### src/core/icfr_pkg.sv
// package of register map, field positions and reset values for the interrupt control block
package icfr_pkg;
	// register byte offsets on apb (none printed, chosen here)
	localparam logic [7:0] ICFR_OFF_MAIN   = 8'h00;
	localparam logic [7:0] ICFR_OFF_EDGPRI = 8'h04;
	localparam logic [7:0] ICFR_OFF_EXTLN  = 8'h08;
	localparam logic [7:0] ICFR_OFF_PFLAG1 = 8'h0c;
	localparam logic [7:0] ICFR_OFF_MODE   = 8'h10;
	localparam logic [7:0] ICFR_OFF_STATUS = 8'h14;
	// main control register fields
	localparam int ICFR_MAIN_GEN   = 7;
	localparam int ICFR_MAIN_PEN   = 6;
	localparam int ICFR_MAIN_T0E   = 5;
	localparam int ICFR_MAIN_X0E   = 4;
	localparam int ICFR_MAIN_PCE   = 3;
	localparam int ICFR_MAIN_T0F   = 2;
	localparam int ICFR_MAIN_X0F   = 1;
	localparam int ICFR_MAIN_PCF   = 0;
	// edge / priority register fields
	localparam int ICFR_EP_PUD     = 7;
	localparam int ICFR_EP_EDG0    = 6;
	localparam int ICFR_EP_EDG1    = 5;
	localparam int ICFR_EP_EDG2    = 4;
	localparam int ICFR_EP_T0P     = 2;
	localparam int ICFR_EP_PCP     = 0;
	localparam logic [7:0] ICFR_EP_MASK  = 8'hf5;
	// external line register fields
	localparam int ICFR_XL_X2P     = 7;
	localparam int ICFR_XL_X1P     = 6;
	localparam int ICFR_XL_X2E     = 4;
	localparam int ICFR_XL_X1E     = 3;
	localparam int ICFR_XL_X2F     = 1;
	localparam int ICFR_XL_X1F     = 0;
	localparam logic [7:0] ICFR_XL_MASK  = 8'hdb;
	// peripheral flag register 1 fields
	localparam int ICFR_PF_PSP     = 7;
	localparam int ICFR_PF_CNV     = 6;
	localparam int ICFR_PF_RX      = 5;
	localparam int ICFR_PF_TX      = 4;
	localparam int ICFR_PF_SSP     = 3;
	localparam logic [7:0] ICFR_PF_MASK  = 8'hc8;
	// reset values
	localparam logic [7:0] ICFR_RST_MAIN   = 8'h00;
	localparam logic [7:0] ICFR_RST_EDGPRI = 8'hf5;
	localparam logic [7:0] ICFR_RST_EXTLN  = 8'hc0;
	localparam logic [7:0] ICFR_RST_PFLAG1 = 8'h00;
	// service levels held by the block
	typedef enum logic [1:0] {ICFR_IDLE, ICFR_LOW, ICFR_HIGH, ICFR_HIGH_OVER_LOW} icfr_svc_t;
endpackage : icfr_pkg

### src/core/icfr_top.sv
// interrupt control and flag registers with apb slave and request logic
`timescale 1ns/1ps
module icfr_top
	import icfr_pkg::*;
(
	input  wire logic        pclk,
	input  wire logic        presetn,
	input  wire logic        psel,
	input  wire logic        penable,
	input  wire logic        pwrite,
	input  wire logic [7:0]  paddr,
	input  wire logic [31:0] pwdata,
	output logic      [31:0] prdata,
	output logic             pready,
	output logic             pslverr,
	input  wire logic        timer0_wrap,
	input  wire logic [2:0]  ext_line_pin,
	input  wire logic [3:0]  upper_port_pins,
	input  wire logic        port_b_read,
	input  wire logic        parallel_port_access,
	input  wire logic        converter_done,
	input  wire logic        serial_rx_full,
	input  wire logic        serial_tx_empty,
	input  wire logic        sync_serial_done,
	input  wire logic        irq_ack,
	input  wire logic        irq_return,
	output logic             irq_high_req,
	output logic             irq_low_req,
	output logic             port_pullup_disable
);
	typedef struct packed {
		logic [7:0]  main;
		logic [7:0]  edgpri;
		logic [7:0]  extln;
		logic [7:0]  pflag;
		logic        prio_mode;
		logic [2:0]  ext_s1;
		logic [2:0]  ext_s2;
		logic [2:0]  ext_old;
		logic [3:0]  prt_s1;
		logic [3:0]  prt_s2;
		logic [3:0]  prt_latch;
		logic [2:0]  arm;
		icfr_svc_t   svc;
		logic [31:0] rdata;
		logic        ready;
		logic        err;
		logic        hreq;
		logic        lreq;
		logic        pud;
	} icfr_state_t;

	icfr_state_t st_q;
	icfr_state_t st_d;

	// source pending with its enable
	logic t0_act, x0_act, pc_act, x1_act, x2_act;
	logic any_hi, any_lo, any_compat, per_act;
	logic [2:0] edge_sel;
	logic [2:0] ext_event;
	logic       pc_mismatch;
	logic       setup_wr, setup_rd;

	// read mux for the six registers, undefined offsets error
	function automatic logic [8:0] icfr_read(input icfr_state_t s, input logic [7:0] a);
		logic [8:0] r;
		r = 9'h000;
		if (a == ICFR_OFF_MAIN) begin
			r = {1'b0, s.main};
		end else if (a == ICFR_OFF_EDGPRI) begin
			r = {1'b0, s.edgpri & ICFR_EP_MASK};
		end else if (a == ICFR_OFF_EXTLN) begin
			r = {1'b0, s.extln & ICFR_XL_MASK};
		end else if (a == ICFR_OFF_PFLAG1) begin
			r = {1'b0, s.pflag};
		end else if (a == ICFR_OFF_MODE) begin
			r = {8'h00, s.prio_mode};
		end else if (a == ICFR_OFF_STATUS) begin
			r = {7'h00, s.svc};
		end else begin
			r = 9'h100;
		end
		return r;
	endfunction : icfr_read

	// events and combined request terms
	always_comb begin
		edge_sel  = {st_q.edgpri[ICFR_EP_EDG2], st_q.edgpri[ICFR_EP_EDG1],
			st_q.edgpri[ICFR_EP_EDG0]};
		// rising when select 1, falling when 0; held off until history is primed
		ext_event = ((st_q.ext_s2 & ~st_q.ext_old & edge_sel) |
			(~st_q.ext_s2 & st_q.ext_old & ~edge_sel)) & {3{st_q.arm[2]}};
		pc_mismatch = (st_q.prt_s2 != st_q.prt_latch);
		setup_wr = psel && !penable && pwrite;
		setup_rd = psel && !penable && !pwrite;
		t0_act = st_q.main[ICFR_MAIN_T0F] && st_q.main[ICFR_MAIN_T0E];
		x0_act = st_q.main[ICFR_MAIN_X0F] && st_q.main[ICFR_MAIN_X0E];
		pc_act = st_q.main[ICFR_MAIN_PCF] && st_q.main[ICFR_MAIN_PCE];
		x1_act = st_q.extln[ICFR_XL_X1F] && st_q.extln[ICFR_XL_X1E];
		x2_act = st_q.extln[ICFR_XL_X2F] && st_q.extln[ICFR_XL_X2E];
		// peripheral enables live outside; any set peripheral flag counts
		per_act = |(st_q.pflag & ICFR_PF_MASK) | st_q.pflag[ICFR_PF_RX] |
			st_q.pflag[ICFR_PF_TX];
		// external line 0 is always high priority
		any_hi = x0_act || (t0_act && st_q.edgpri[ICFR_EP_T0P]) ||
			(pc_act && st_q.edgpri[ICFR_EP_PCP]) ||
			(x1_act && st_q.extln[ICFR_XL_X1P]) ||
			(x2_act && st_q.extln[ICFR_XL_X2P]);
		any_lo = (t0_act && !st_q.edgpri[ICFR_EP_T0P]) ||
			(pc_act && !st_q.edgpri[ICFR_EP_PCP]) ||
			(x1_act && !st_q.extln[ICFR_XL_X1P]) ||
			(x2_act && !st_q.extln[ICFR_XL_X2P]) || per_act;
		// peripheral group gated by bit 6 in compatibility mode
		any_compat = x0_act || t0_act || pc_act || x1_act || x2_act ||
			(per_act && st_q.main[ICFR_MAIN_PEN]);
	end

	// next state: registers, flags, service level, bus answer
	always_comb begin
		logic [8:0] rd;
		rd = 9'h000;
		st_d = st_q;
		st_d.ext_s1  = ext_line_pin;
		st_d.ext_s2  = st_q.ext_s1;
		st_d.ext_old = st_q.ext_s2;
		// primed over three edges: a pin idling high after reset is no edge
		st_d.arm     = {st_q.arm[1:0], 1'b1};
		st_d.prt_s1  = upper_port_pins;
		st_d.prt_s2  = st_q.prt_s1;
		st_d.ready   = 1'b0;
		st_d.err     = 1'b0;
		// reading the port ends the mismatch
		if (port_b_read) begin
			st_d.prt_latch = st_q.prt_s2;
		end
		// apb: answer one cycle after setup, zero wait in access
		if (setup_wr || setup_rd) begin
			rd = icfr_read(st_q, paddr);
			st_d.ready = 1'b1;
			st_d.err   = rd[8];
			st_d.rdata = {24'h000000, rd[7:0]};
		end
		// writes land at setup; set terms below override clears
		if (setup_wr) begin
			if (paddr == ICFR_OFF_MAIN) begin
				st_d.main = pwdata[7:0];
			end else if (paddr == ICFR_OFF_EDGPRI) begin
				st_d.edgpri = pwdata[7:0] & ICFR_EP_MASK;
			end else if (paddr == ICFR_OFF_EXTLN) begin
				st_d.extln = pwdata[7:0] & ICFR_XL_MASK;
			end else if (paddr == ICFR_OFF_PFLAG1) begin
				st_d.pflag = pwdata[7:0] & ICFR_PF_MASK;
			end else if (paddr == ICFR_OFF_MODE) begin
				st_d.prio_mode = pwdata[0];
			end
		end
		// hardware sets after writes so they win
		if (timer0_wrap) st_d.main[ICFR_MAIN_T0F] = 1'b1;
		if (ext_event[0]) st_d.main[ICFR_MAIN_X0F] = 1'b1;
		if (pc_mismatch) st_d.main[ICFR_MAIN_PCF] = 1'b1;
		if (ext_event[1]) st_d.extln[ICFR_XL_X1F] = 1'b1;
		if (ext_event[2]) st_d.extln[ICFR_XL_X2F] = 1'b1;
		if (parallel_port_access) st_d.pflag[ICFR_PF_PSP] = 1'b1;
		if (converter_done) st_d.pflag[ICFR_PF_CNV] = 1'b1;
		if (sync_serial_done) st_d.pflag[ICFR_PF_SSP] = 1'b1;
		st_d.pflag[ICFR_PF_RX] = serial_rx_full;
		st_d.pflag[ICFR_PF_TX] = serial_tx_empty;
		// requests from current state
		if (!st_q.prio_mode) begin
			st_d.hreq = st_q.main[ICFR_MAIN_GEN] && any_compat &&
				(st_q.svc == ICFR_IDLE);
			st_d.lreq = 1'b0;
		end else begin
			st_d.hreq = st_q.main[ICFR_MAIN_GEN] && any_hi &&
				(st_q.svc != ICFR_HIGH) && (st_q.svc != ICFR_HIGH_OVER_LOW);
			st_d.lreq = st_q.main[ICFR_MAIN_PEN] && any_lo &&
				(st_q.svc == ICFR_IDLE) && !st_d.hreq;
		end
		// core takes an interrupt; admitting enable drops
		if (irq_ack && st_q.hreq) begin
			st_d.main[ICFR_MAIN_GEN] = 1'b0;
			st_d.hreq = 1'b0;
			st_d.lreq = 1'b0;
			st_d.svc  = (st_q.svc == ICFR_LOW) ? ICFR_HIGH_OVER_LOW : ICFR_HIGH;
		end else if (irq_ack && st_q.lreq) begin
			st_d.main[ICFR_MAIN_PEN] = 1'b0;
			st_d.lreq = 1'b0;
			st_d.svc  = ICFR_LOW;
		end else if (irq_return) begin
			// return re-enables the level that was being served
			case (st_q.svc)
				ICFR_HIGH: begin
					st_d.main[ICFR_MAIN_GEN] = 1'b1;
					st_d.svc = ICFR_IDLE;
				end
				ICFR_HIGH_OVER_LOW: begin
					st_d.main[ICFR_MAIN_GEN] = 1'b1;
					st_d.svc = ICFR_LOW;
				end
				ICFR_LOW: begin
					st_d.main[ICFR_MAIN_PEN] = 1'b1;
					st_d.svc = ICFR_IDLE;
				end
				default: begin
					st_d.svc = ICFR_IDLE;
				end
			endcase
		end
		// pin level follows the written bit in the same cycle
		st_d.pud = st_d.edgpri[ICFR_EP_PUD];
	end

	// single state register
	always_ff @(posedge pclk or negedge presetn) begin
		if (!presetn) begin
			st_q <= '0;
			st_q.main   <= ICFR_RST_MAIN;
			st_q.edgpri <= ICFR_RST_EDGPRI;
			st_q.extln  <= ICFR_RST_EXTLN;
			st_q.pflag  <= ICFR_RST_PFLAG1;
			st_q.pud    <= 1'b1;
			st_q.svc    <= ICFR_IDLE;
		end else begin
			st_q <= st_d;
		end
	end

	// outputs come straight from the state register
	assign prdata              = st_q.rdata;
	assign pready              = st_q.ready;
	assign pslverr             = st_q.err;
	assign irq_high_req        = st_q.hreq;
	assign irq_low_req         = st_q.lreq;
	assign port_pullup_disable = st_q.pud;

	// timer wrap sets its flag next edge
	property p_t0_set;
		@(posedge pclk) disable iff (!presetn) timer0_wrap |=> st_q.main[ICFR_MAIN_T0F];
	endproperty
	a_t0_set: assert property (p_t0_set) else $error("timer flag not set");

	// only software clears an external line flag
	property p_flag_sticky;
		@(posedge pclk) disable iff (!presetn)
			st_q.extln[ICFR_XL_X1F] && !setup_wr |=> st_q.extln[ICFR_XL_X1F];
	endproperty
	a_flag_sticky: assert property (p_flag_sticky) else $error("line1 flag lost");

	// a clear racing a completion must not lose the event
	property p_set_wins;
		@(posedge pclk) disable iff (!presetn)
			setup_wr && paddr == ICFR_OFF_PFLAG1 && converter_done
			|=> st_q.pflag[ICFR_PF_CNV];
	endproperty
	a_set_wins: assert property (p_set_wins) else $error("clear beat set");

	property p_compat_block;
		@(posedge pclk) disable iff (!presetn)
			!st_q.prio_mode && !$past(st_q.main[ICFR_MAIN_GEN]) |-> !irq_high_req;
	endproperty
	a_compat_block: assert property (p_compat_block) else $error("req while disabled");

	// low level held off while high is in service
	property p_low_waits;
		@(posedge pclk) disable iff (!presetn) st_q.svc == ICFR_HIGH |=> !irq_low_req;
	endproperty
	a_low_waits: assert property (p_low_waits) else $error("low during high");

	property p_ack_clears;
		@(posedge pclk) disable iff (!presetn)
			irq_ack && irq_high_req |=> !st_q.main[ICFR_MAIN_GEN];
	endproperty
	a_ack_clears: assert property (p_ack_clears) else $error("enable kept");

	// unimplemented positions read back as zero
	property p_rsvd_zero;
		@(posedge pclk) disable iff (!presetn)
			pready && !pwrite && paddr == ICFR_OFF_EDGPRI |-> prdata[3] == 1'b0 && prdata[1] == 1'b0;
	endproperty
	a_rsvd_zero: assert property (p_rsvd_zero) else $error("reserved bit set");

	// receive flag mirrors the buffer level a cycle later
	property p_rx_follow;
		@(posedge pclk) disable iff (!presetn)
			serial_rx_full ##1 serial_rx_full |-> st_q.pflag[ICFR_PF_RX];
	endproperty
	a_rx_follow: assert property (p_rx_follow) else $error("rx flag wrong");

	// pin output tracks its register bit
	property p_pud;
		@(posedge pclk) disable iff (!presetn)
			port_pullup_disable == st_q.edgpri[ICFR_EP_PUD] || $changed(st_q.edgpri);
	endproperty
	a_pud: assert property (p_pud) else $error("pull-up mismatch");

	// gates act one cycle late because requests are registered
	property p_high_gate;
		@(posedge pclk) disable iff (!presetn)
			!$past(st_q.main[ICFR_MAIN_GEN]) |-> !irq_high_req;
	endproperty
	a_high_gate: assert property (p_high_gate) else $error("high req while gated");

	property p_low_gate;
		@(posedge pclk) disable iff (!presetn)
			!$past(st_q.main[ICFR_MAIN_PEN]) |-> !irq_low_req;
	endproperty
	a_low_gate: assert property (p_low_gate) else $error("low req while gated");

	property p_low_ack;
		@(posedge pclk) disable iff (!presetn)
			irq_ack && irq_low_req && !irq_high_req |=> !st_q.main[ICFR_MAIN_PEN];
	endproperty
	a_low_ack: assert property (p_low_ack) else $error("low enable kept");

	property p_pc_set;
		@(posedge pclk) disable iff (!presetn)
			st_q.prt_s2 != st_q.prt_latch |=> st_q.main[ICFR_MAIN_PCF];
	endproperty
	a_pc_set: assert property (p_pc_set) else $error("port flag not set");

	property p_x0_set;
		@(posedge pclk) disable iff (!presetn)
			st_q.arm[2] && st_q.edgpri[ICFR_EP_EDG0] &&
			st_q.ext_s2[0] && !st_q.ext_old[0] |=> st_q.main[ICFR_MAIN_X0F];
	endproperty
	a_x0_set: assert property (p_x0_set) else $error("line0 edge lost");

	property p_tx_follow;
		@(posedge pclk) disable iff (!presetn)
			!serial_tx_empty |=> !st_q.pflag[ICFR_PF_TX];
	endproperty
	a_tx_follow: assert property (p_tx_follow) else $error("tx flag held");

	property p_cnv_set;
		@(posedge pclk) disable iff (!presetn) converter_done |=> st_q.pflag[ICFR_PF_CNV];
	endproperty
	a_cnv_set: assert property (p_cnv_set) else $error("converter flag lost");

	property p_answer;
		@(posedge pclk) disable iff (!presetn) psel && !penable |=> pready;
	endproperty
	a_answer: assert property (p_answer) else $error("no ready after setup");

	c_high_req: cover property (@(posedge pclk) disable iff (!presetn) irq_high_req);
	c_low_ack: cover property (@(posedge pclk) disable iff (!presetn) irq_ack && irq_low_req);
	c_low_req: cover property (@(posedge pclk) disable iff (!presetn) irq_low_req);
	c_nest: cover property (@(posedge pclk) disable iff (!presetn)
		st_q.svc == ICFR_HIGH_OVER_LOW);
endmodule : icfr_top

### config.mk
export PLATFORM = sky130hd
export DESIGN_NAME = icfr_top
export DESIGN_NICKNAME = d
export VERILOG_FILES = /design/src/core/icfr_pkg.sv /design/src/core/icfr_top.sv
export SDC_FILE = /design/constraint.sdc
export NUM_CORES = 1
export LEC_CHECK = 0
export ABC_AREA = 1
export BUFFER_PORTS_ARGS = -buffer_cell sky130_fd_sc_hd__buf_2
export CORE_ASPECT_RATIO = 1.25
export CORE_MARGIN = 1
export CORE_UTILIZATION = 53
export CTS_BUF_LIST = sky130_fd_sc_hd__clkbuf_4 sky130_fd_sc_hd__clkbuf_8
export DETAILED_ROUTE_END_ITERATION = 8
export HOLD_SLACK_MARGIN = 0.1
export PLACE_DENSITY_LB_ADDON = 0.2
export SLEW_MARGIN = 20
export SYNTH_ARGS = -nofsm -noshare
export SYNTH_HDL_FRONTEND = slang
export SYNTH_SLANG_ARGS = --single-unit
### constraint.sdc
create_clock -name pclk -period 1.3 [get_ports pclk]
set_input_delay 0.13 -clock pclk [delete_from_list [all_inputs] [get_ports pclk]]
set_output_delay 0.13 -clock pclk [all_outputs]
set_load 0.02 [all_outputs]
# --- Word-level counts from Yosys, hierarchy flattened ---
# Index checks and enable logic that the tools add are counted.
word_totals:
  input_bits: 61
  output_inout_bits: 37
  mem_count: 0
  latchBits: 0
  rom_bits: 0
  ff_bits: 64
  ramBits: 0
classes:
  n_shift: 0
  addsub: 0
  n_reduce_logical: 81
  n_mux: 41
  eq_ne: 24
  n_bitwise: 15
  n_lt_le_gt_ge: 0
  div_mod_pow: 0
  multipliers: 0
op_table:
  columns: ["operator", "count"]
  rows:
  - ["9-bit two-way mux", 7]
  - ["33-bit two-way mux", 1]
  - ["8-bit two-way mux", 4]
  - ["2-bit nonzero test", 16]
  - ["2-bit != test (second input constant)", 15]
  - ["1-bit logical AND", 27]
  - ["25-bit two-way mux", 1]
  - ["1-bit two-way mux", 21]
  - ["17-bit two-way mux", 1]
  - ["8-bit by 4-bit == test with 1-bit output (second input constant)", 2]
  - ["8-bit by 5-bit == test with 1-bit output (second input constant)", 2]
  - ["3-bit AND", 5]
  - ["5-bit AND reduction", 3]
  - ["1-bit logical OR", 14]
  - ["2-bit two-way mux", 6]
  - ["4-bit AND reduction", 3]
  - ["3-bit NOT", 3]
  - ["8-bit by 3-bit == test with 1-bit output (second input constant)", 1]
  - ["8-bit zero test", 1]
  - ["2-bit AND reduction", 4]
  - ["1-bit zero test", 7]
  - ["6-bit AND reduction", 1]
  - ["2-bit == test (second input constant)", 2]
  - ["4-bit != test", 1]
  - ["other kinds (9)", 13]

# --- Depth between registers and ports, before layout ---
depth:
  ltp_word: 14
  depth_mapped: 9
  depth_no_buf: 9

# --- Worst setup path before layout ---
# No wires, ideal clock.
synth_timing:
  path_kind: "input port to flip-flop"
  startpoint: "input port paddr[5]"
  endpoint: "register st_q[89] (netlist bit)"
  cell_stages: 8
  slack_ps: 208
  t_required_ps: 1168
  setup_ps: 132
  arrival_ps: 960
  cell_sequence: "nor2_4 > nand3_4 > nor2_4 > buf_6 > nand2_4 > buf_6 > nand2_1 > o211ai_2"
synth_between:
  elab_chain_len: 3
synth_lines:
  columns: ["item", "line_no", "text"]
  rows:
  - ["start: declaration", "icfr_top.sv:11", "input wire logic [7:0] paddr,"]
  - ["8-bit zero test", "icfr_top.sv:145", "if (paddr == ICFR_OFF_MAIN) begin"]
  - ["2-bit nonzero test (no line)", null, null]
  - ["2-bit AND reduction (no line)", null, null]
  - ["end signal: assignment", "icfr_top.sv:224", "st_q <= st_d;"]
  - ["end: declaration", "icfr_top.sv:53", "icfr_state_t st_q;"]
# Every way passes these cells.
# A chain may end at the register's enable or synchronous reset.

==> reports/metrics.json <==
{
  "status": {"value": "finished, violations left"},
  "violations": {"value": "DRC"},
  "place.port_buffers": {"value": 49},
  "worst-endpoint-arrival": {"value": 1.48, "unit": "ns"},
  "placementRows": {"value": 30},
  "synth_edf_count": {"value": 0},
  "drt_initial_violations": {"value": 153},
  "hpwlAfterDp": {"value": 4.42, "unit": "mm"},
  "critPathKind": {"value": "reg2reg"},
  "share_of_flip_flops_with_an_asynchronous_set_or_reset": {"value": 100, "unit": "%"},
  "drc": {"value": 17},
  "floorplan.die_area": {"value": 0.00618, "unit": "mm²"},
  "clk_path_buf_depth": {"value": 2},
  "worst_ep_required_time": {"value": 1.55, "unit": "ns"},
  "die_width": {"value": 70.5, "unit": "µm"},
  "initial_utilization": {"value": 56.0, "unit": "%"},
  "post_route_cells_drive_above_1_share": {"value": 30.0, "unit": "%"},
  "synth_area_per_cell": {"value": 9.46, "unit": "µm²"},
  "syn_area": {"value": 0.00311, "unit": "mm²"},
  "cellPowerDensity": {"value": 1140, "unit": "mW/mm²"},
  "grt_pass1_wl": {"value": 10.3, "unit": "mm"},
  "worstPathMaxFanout": {"value": 4},
  "gp_routability_congestion": {"value": 0.853},
  "power.combinational.fraction": {"value": 12.2, "unit": "%"},
  "netlist-cell-type-count": {"value": 37},
  "fill_count": {"value": 467},
  "cts_tree": {"value": "built"},
  "cts_repair_resize_count": {"value": 0},
  "leakage_power_of_the_design": {"value": 1.89, "unit": "nW"},
  "final_worst_path_setup_slack": {"value": 0.0770, "unit": "ns"},
  "most_utilized_layer_in_the_global_route_result": {"value": "met2"},
  "vias_per_std_cell": {"value": 4.96},
  "power.ir.vdd_worst": {"value": 0.871, "unit": "mV"},
  "layout.nets": {"value": 470},
  "timing.critical_path.to_type": {"value": "register"},
  "clock.fmax": {"value": 818, "unit": "MHz"},
  "grt_antenna_before_repair": {"value": 0},
  "numClockSinks": {"value": 64},
  "finalCritPeriodShare": {"value": 94.1, "unit": "%"},
  "route.vias.total": {"value": 2370},
  "die_h": {"value": 87.7, "unit": "µm"},
  "worst_hold_path.num_cells": {"value": 4},
  "clk_root_buffer_cell": {"value": "clkbuf_8"},
  "placed_area": {"value": 0.00334, "unit": "mm²"},
  "met3_usage": {"value": 7.13, "unit": "%"},
  "intPower": {"value": 3.19, "unit": "mW"},
  "grt_usage": {"value": 22.4, "unit": "%"},
  "timing.reg2reg.worst_path_depth": {"value": 5},
  "design.core.area": {"value": 0.00556, "unit": "mm²"},
  "ys_warn_count": {"value": 0},
  "detailedPlace.worstSlack": {"value": 0.0223, "unit": "ns"},
  "final_cells": {"value": 478},
  "final.hold.worst_slack": {"value": 0.131, "unit": "ns"},
  "placedCellCount": {"value": 439},
  "area_delta_synth_final": {"value": 20.8, "unit": "%"},
  "postSynthRegisterBits": {"value": 64},
  "grt_overflow_total": {"value": 0},
  "multiInputGateArea": {"value": 0.00118, "unit": "mm²"},
  "clk_pin_slew": {"value": 0.07, "unit": "ns"},
  "postRouteWirelength": {"value": 6.13, "unit": "mm"},
  "slew_violations": {"value": 0},
  "grt_use_met1": {"value": 26.5, "unit": "%"},
  "ys.flop_type": {"value": "dfrtp_1"},
  "worst_skew_pair.late_latency": {"value": 0.34, "unit": "ns"},
  "antenna_violating_nets_post_route": {"value": 0},
  "netSwitchingFraction": {"value": 25.6, "unit": "%"},
  "setup-violations-final": {"value": 0},
  "wl_per_cell": {"value": 12.8, "unit": "µm"},
  "grt_start_max_net_pins": {"value": 52},
  "hold_class": {"value": "in2reg"},
  "grt_pass1_vias": {"value": 2249},
  "clock_tree.htree_level_count": {"value": 3},
  "netSwitchingPower": {"value": 1.09, "unit": "mW"},
  "number_of_cts_inserted_buffers": {"value": 9},
  "antenna_cells": {"value": 0},
  "io_pins": {"value": 98},
  "final.setup_skew": {"value": 0.0119, "unit": "ns"},
  "register_area_share_after_synthesis": {"value": 51.8, "unit": "%"},
  "start_kind": {"value": "register"},
  "grt_setup_unrepaired": {"value": "false"},
  "global_routing_met2_resource_utilization": {"value": 38.0, "unit": "%"},
  "dr.pass1.iters": {"value": 6},
  "register_area": {"value": 0.00161, "unit": "mm²"},
  "finish.instance_area": {"value": 0.00376, "unit": "mm²"},
  "maxCapViolations": {"value": 0},
  "finalHoldViolCount": {"value": 0},
  "setup_tns": {"value": 0, "unit": "ns"},
  "clkPwrFrac": {"value": 37.4, "unit": "%"},
  "syn_inst": {"value": 329},
  "final_period_minus_worst_setup_slack": {"value": 1.22, "unit": "ns"},
  "power.sequential.fraction": {"value": 50.4, "unit": "%"}
}
==> final timing paths <==
kind / startpoint / end / slack [ns]
max: st_q[80] / irq_high_req / 0.08
min: irq_ack / st_q[38] / 0.13
max reg2reg: st_q[80] / irq_high_req / 0.08
min reg2reg: st_d[49] / st_q[49] / 0.35
max in group asynchronous: presetn / st_q[80] / 0.68
min in group asynchronous: presetn / st_q[68] / 0.29
==> metrics by stage <==
step	power (mW)	util (%)
after floorplan	2.55	-
after global placement	2.65	60.0
after detailed placement	2.66	60.0
after CTS	4.32	67.7
after global routing	4.50	67.7
final	4.28	67.7
==> per-layer routing <==
| layer | share of wire [%] | wire length, µm | up-vias |
|---|---|---|---|
| met2 | 52 | 3200 | 68 |
| met1 | 41 | 2540 | 1118 |
| met4 | 2.0 | 122 | 0 |
| li1 | - | - | 1174 |
| met3 | 4.3 | 265 | 10 |
| met5 | 0 | 0 | - |
==> registers in the layout, summed over array words and instances, names as in the netlist <==
register      flops
st_q             37
st_d             12
prdata            8
edge_sel          3
irq_high_req      1
irq_low_req       1
pready            1
pslverr           1
==> critical path, cell delays in order, from the launching register on <==
cell,delay [ns]
dfstp_2,0.55
nand3_1,0.07
and3_1,0.15
nand3_1,0.11
nand3_1,0.09
a21oi_1,0.18
==> layout by cell type (no fill, tap or decap), types with 4 or more instances in the layout <==
master         synthesis  layout
o21ai_0                5       5
and3_1                 4       4
buf_2                  1      49
inv_2                  7       7
inv_1                 27      27
nand3_1               25      25
a31oi_1                4       4
buf_4                 32      10
dfrtp_1               56      56
nand4_1                5       5
clkbuf_8               0      12
xor2_1                 4       4
nor2_1                16      16
o21ai_1               10      10
dfstp_2                8       8
nand2_1               64      64
o211ai_2               4       4
o21ai_2                9       9
conb_1                 2      25
dlygate4sd3_1          0      23
a21oi_1               10      10
nor3_1                 5       5
mux2_2                 4       4
nand2_2                4       4
==> cells by family (layout without fill, tap and decap cells) <==
| logic type | after synthesis | after routing | share of synthesized area (%) |
|---|---|---|---|
| buffers and inverters | 71 | 133 | 13.2 |
| flip-flops | 64 | 64 | 51.8 |
| AO/OA/AOI/OAI | 46 | 46 | 9.85 |
| other | 2 | 25 | 0.241 |
| XOR/XNOR | 4 | 4 | 1.13 |
| multiplexers | 4 | 4 | 1.45 |
| AND/OR/NAND/NOR | 138 | 138 | 22.4 |
==> power by group through the flow <==
stage | clock network, mW | logic (mW) | registers, mW
finish | 1.60 | 0.522 | 2.16
global route | 1.75 | 0.580 | 2.17
CTS | 1.64 | 0.522 | 2.16
detailed placement | 0 | 0.469 | 2.19
global placement | 0 | 0.459 | 2.19
floorplan | 0 | 0.362 | 2.19
==> cells in the mapped netlist, types with 3 or more instances <==
cell	instances	share of area [%]
o21ai_1	10	1.6
a21oi_1	10	1.6
nand2_1	64	7.7
and3_1	4	0.80
nor3_1	5	0.80
nand3_1	25	4.0
buf_4	32	7.7
o21ai_0	5	0.80
dfstp_2	8	6.8
nor2_4	3	1.1
nand2_2	4	0.80
o211ai_2	4	1.6
dfrtp_1	56	45
xor2_1	4	1.1
inv_1	27	3.3
a31oi_1	4	0.80
mux2_2	4	1.4
nor2_1	16	1.9
o21ai_2	9	2.5
buf_6	3	1.1
inv_2	7	0.84
nand4_1	5	1.0
==> layout make-up <==
| type | count | area share (%) |
|---|---|---|
| flip-flops and latches | 64 | 42.9 |
| multi-input cells | 217 | 31.3 |
| repair buffers | 83 | 15.2 |
| clock buffers | 14 | 4.79 |
| inverters | 34 | 3.40 |
| well taps | 64 | 2.13 |
| clock inverters | 2 | 0.333 |
==> what timing repair did <==
action	in CTS	in global routing
hold endpoints to repair	92	0
setup buffers	0	0
endpoints found under the setup margin	0	0
hold buffers	23	0
Power figures use the tool's default switching activity.
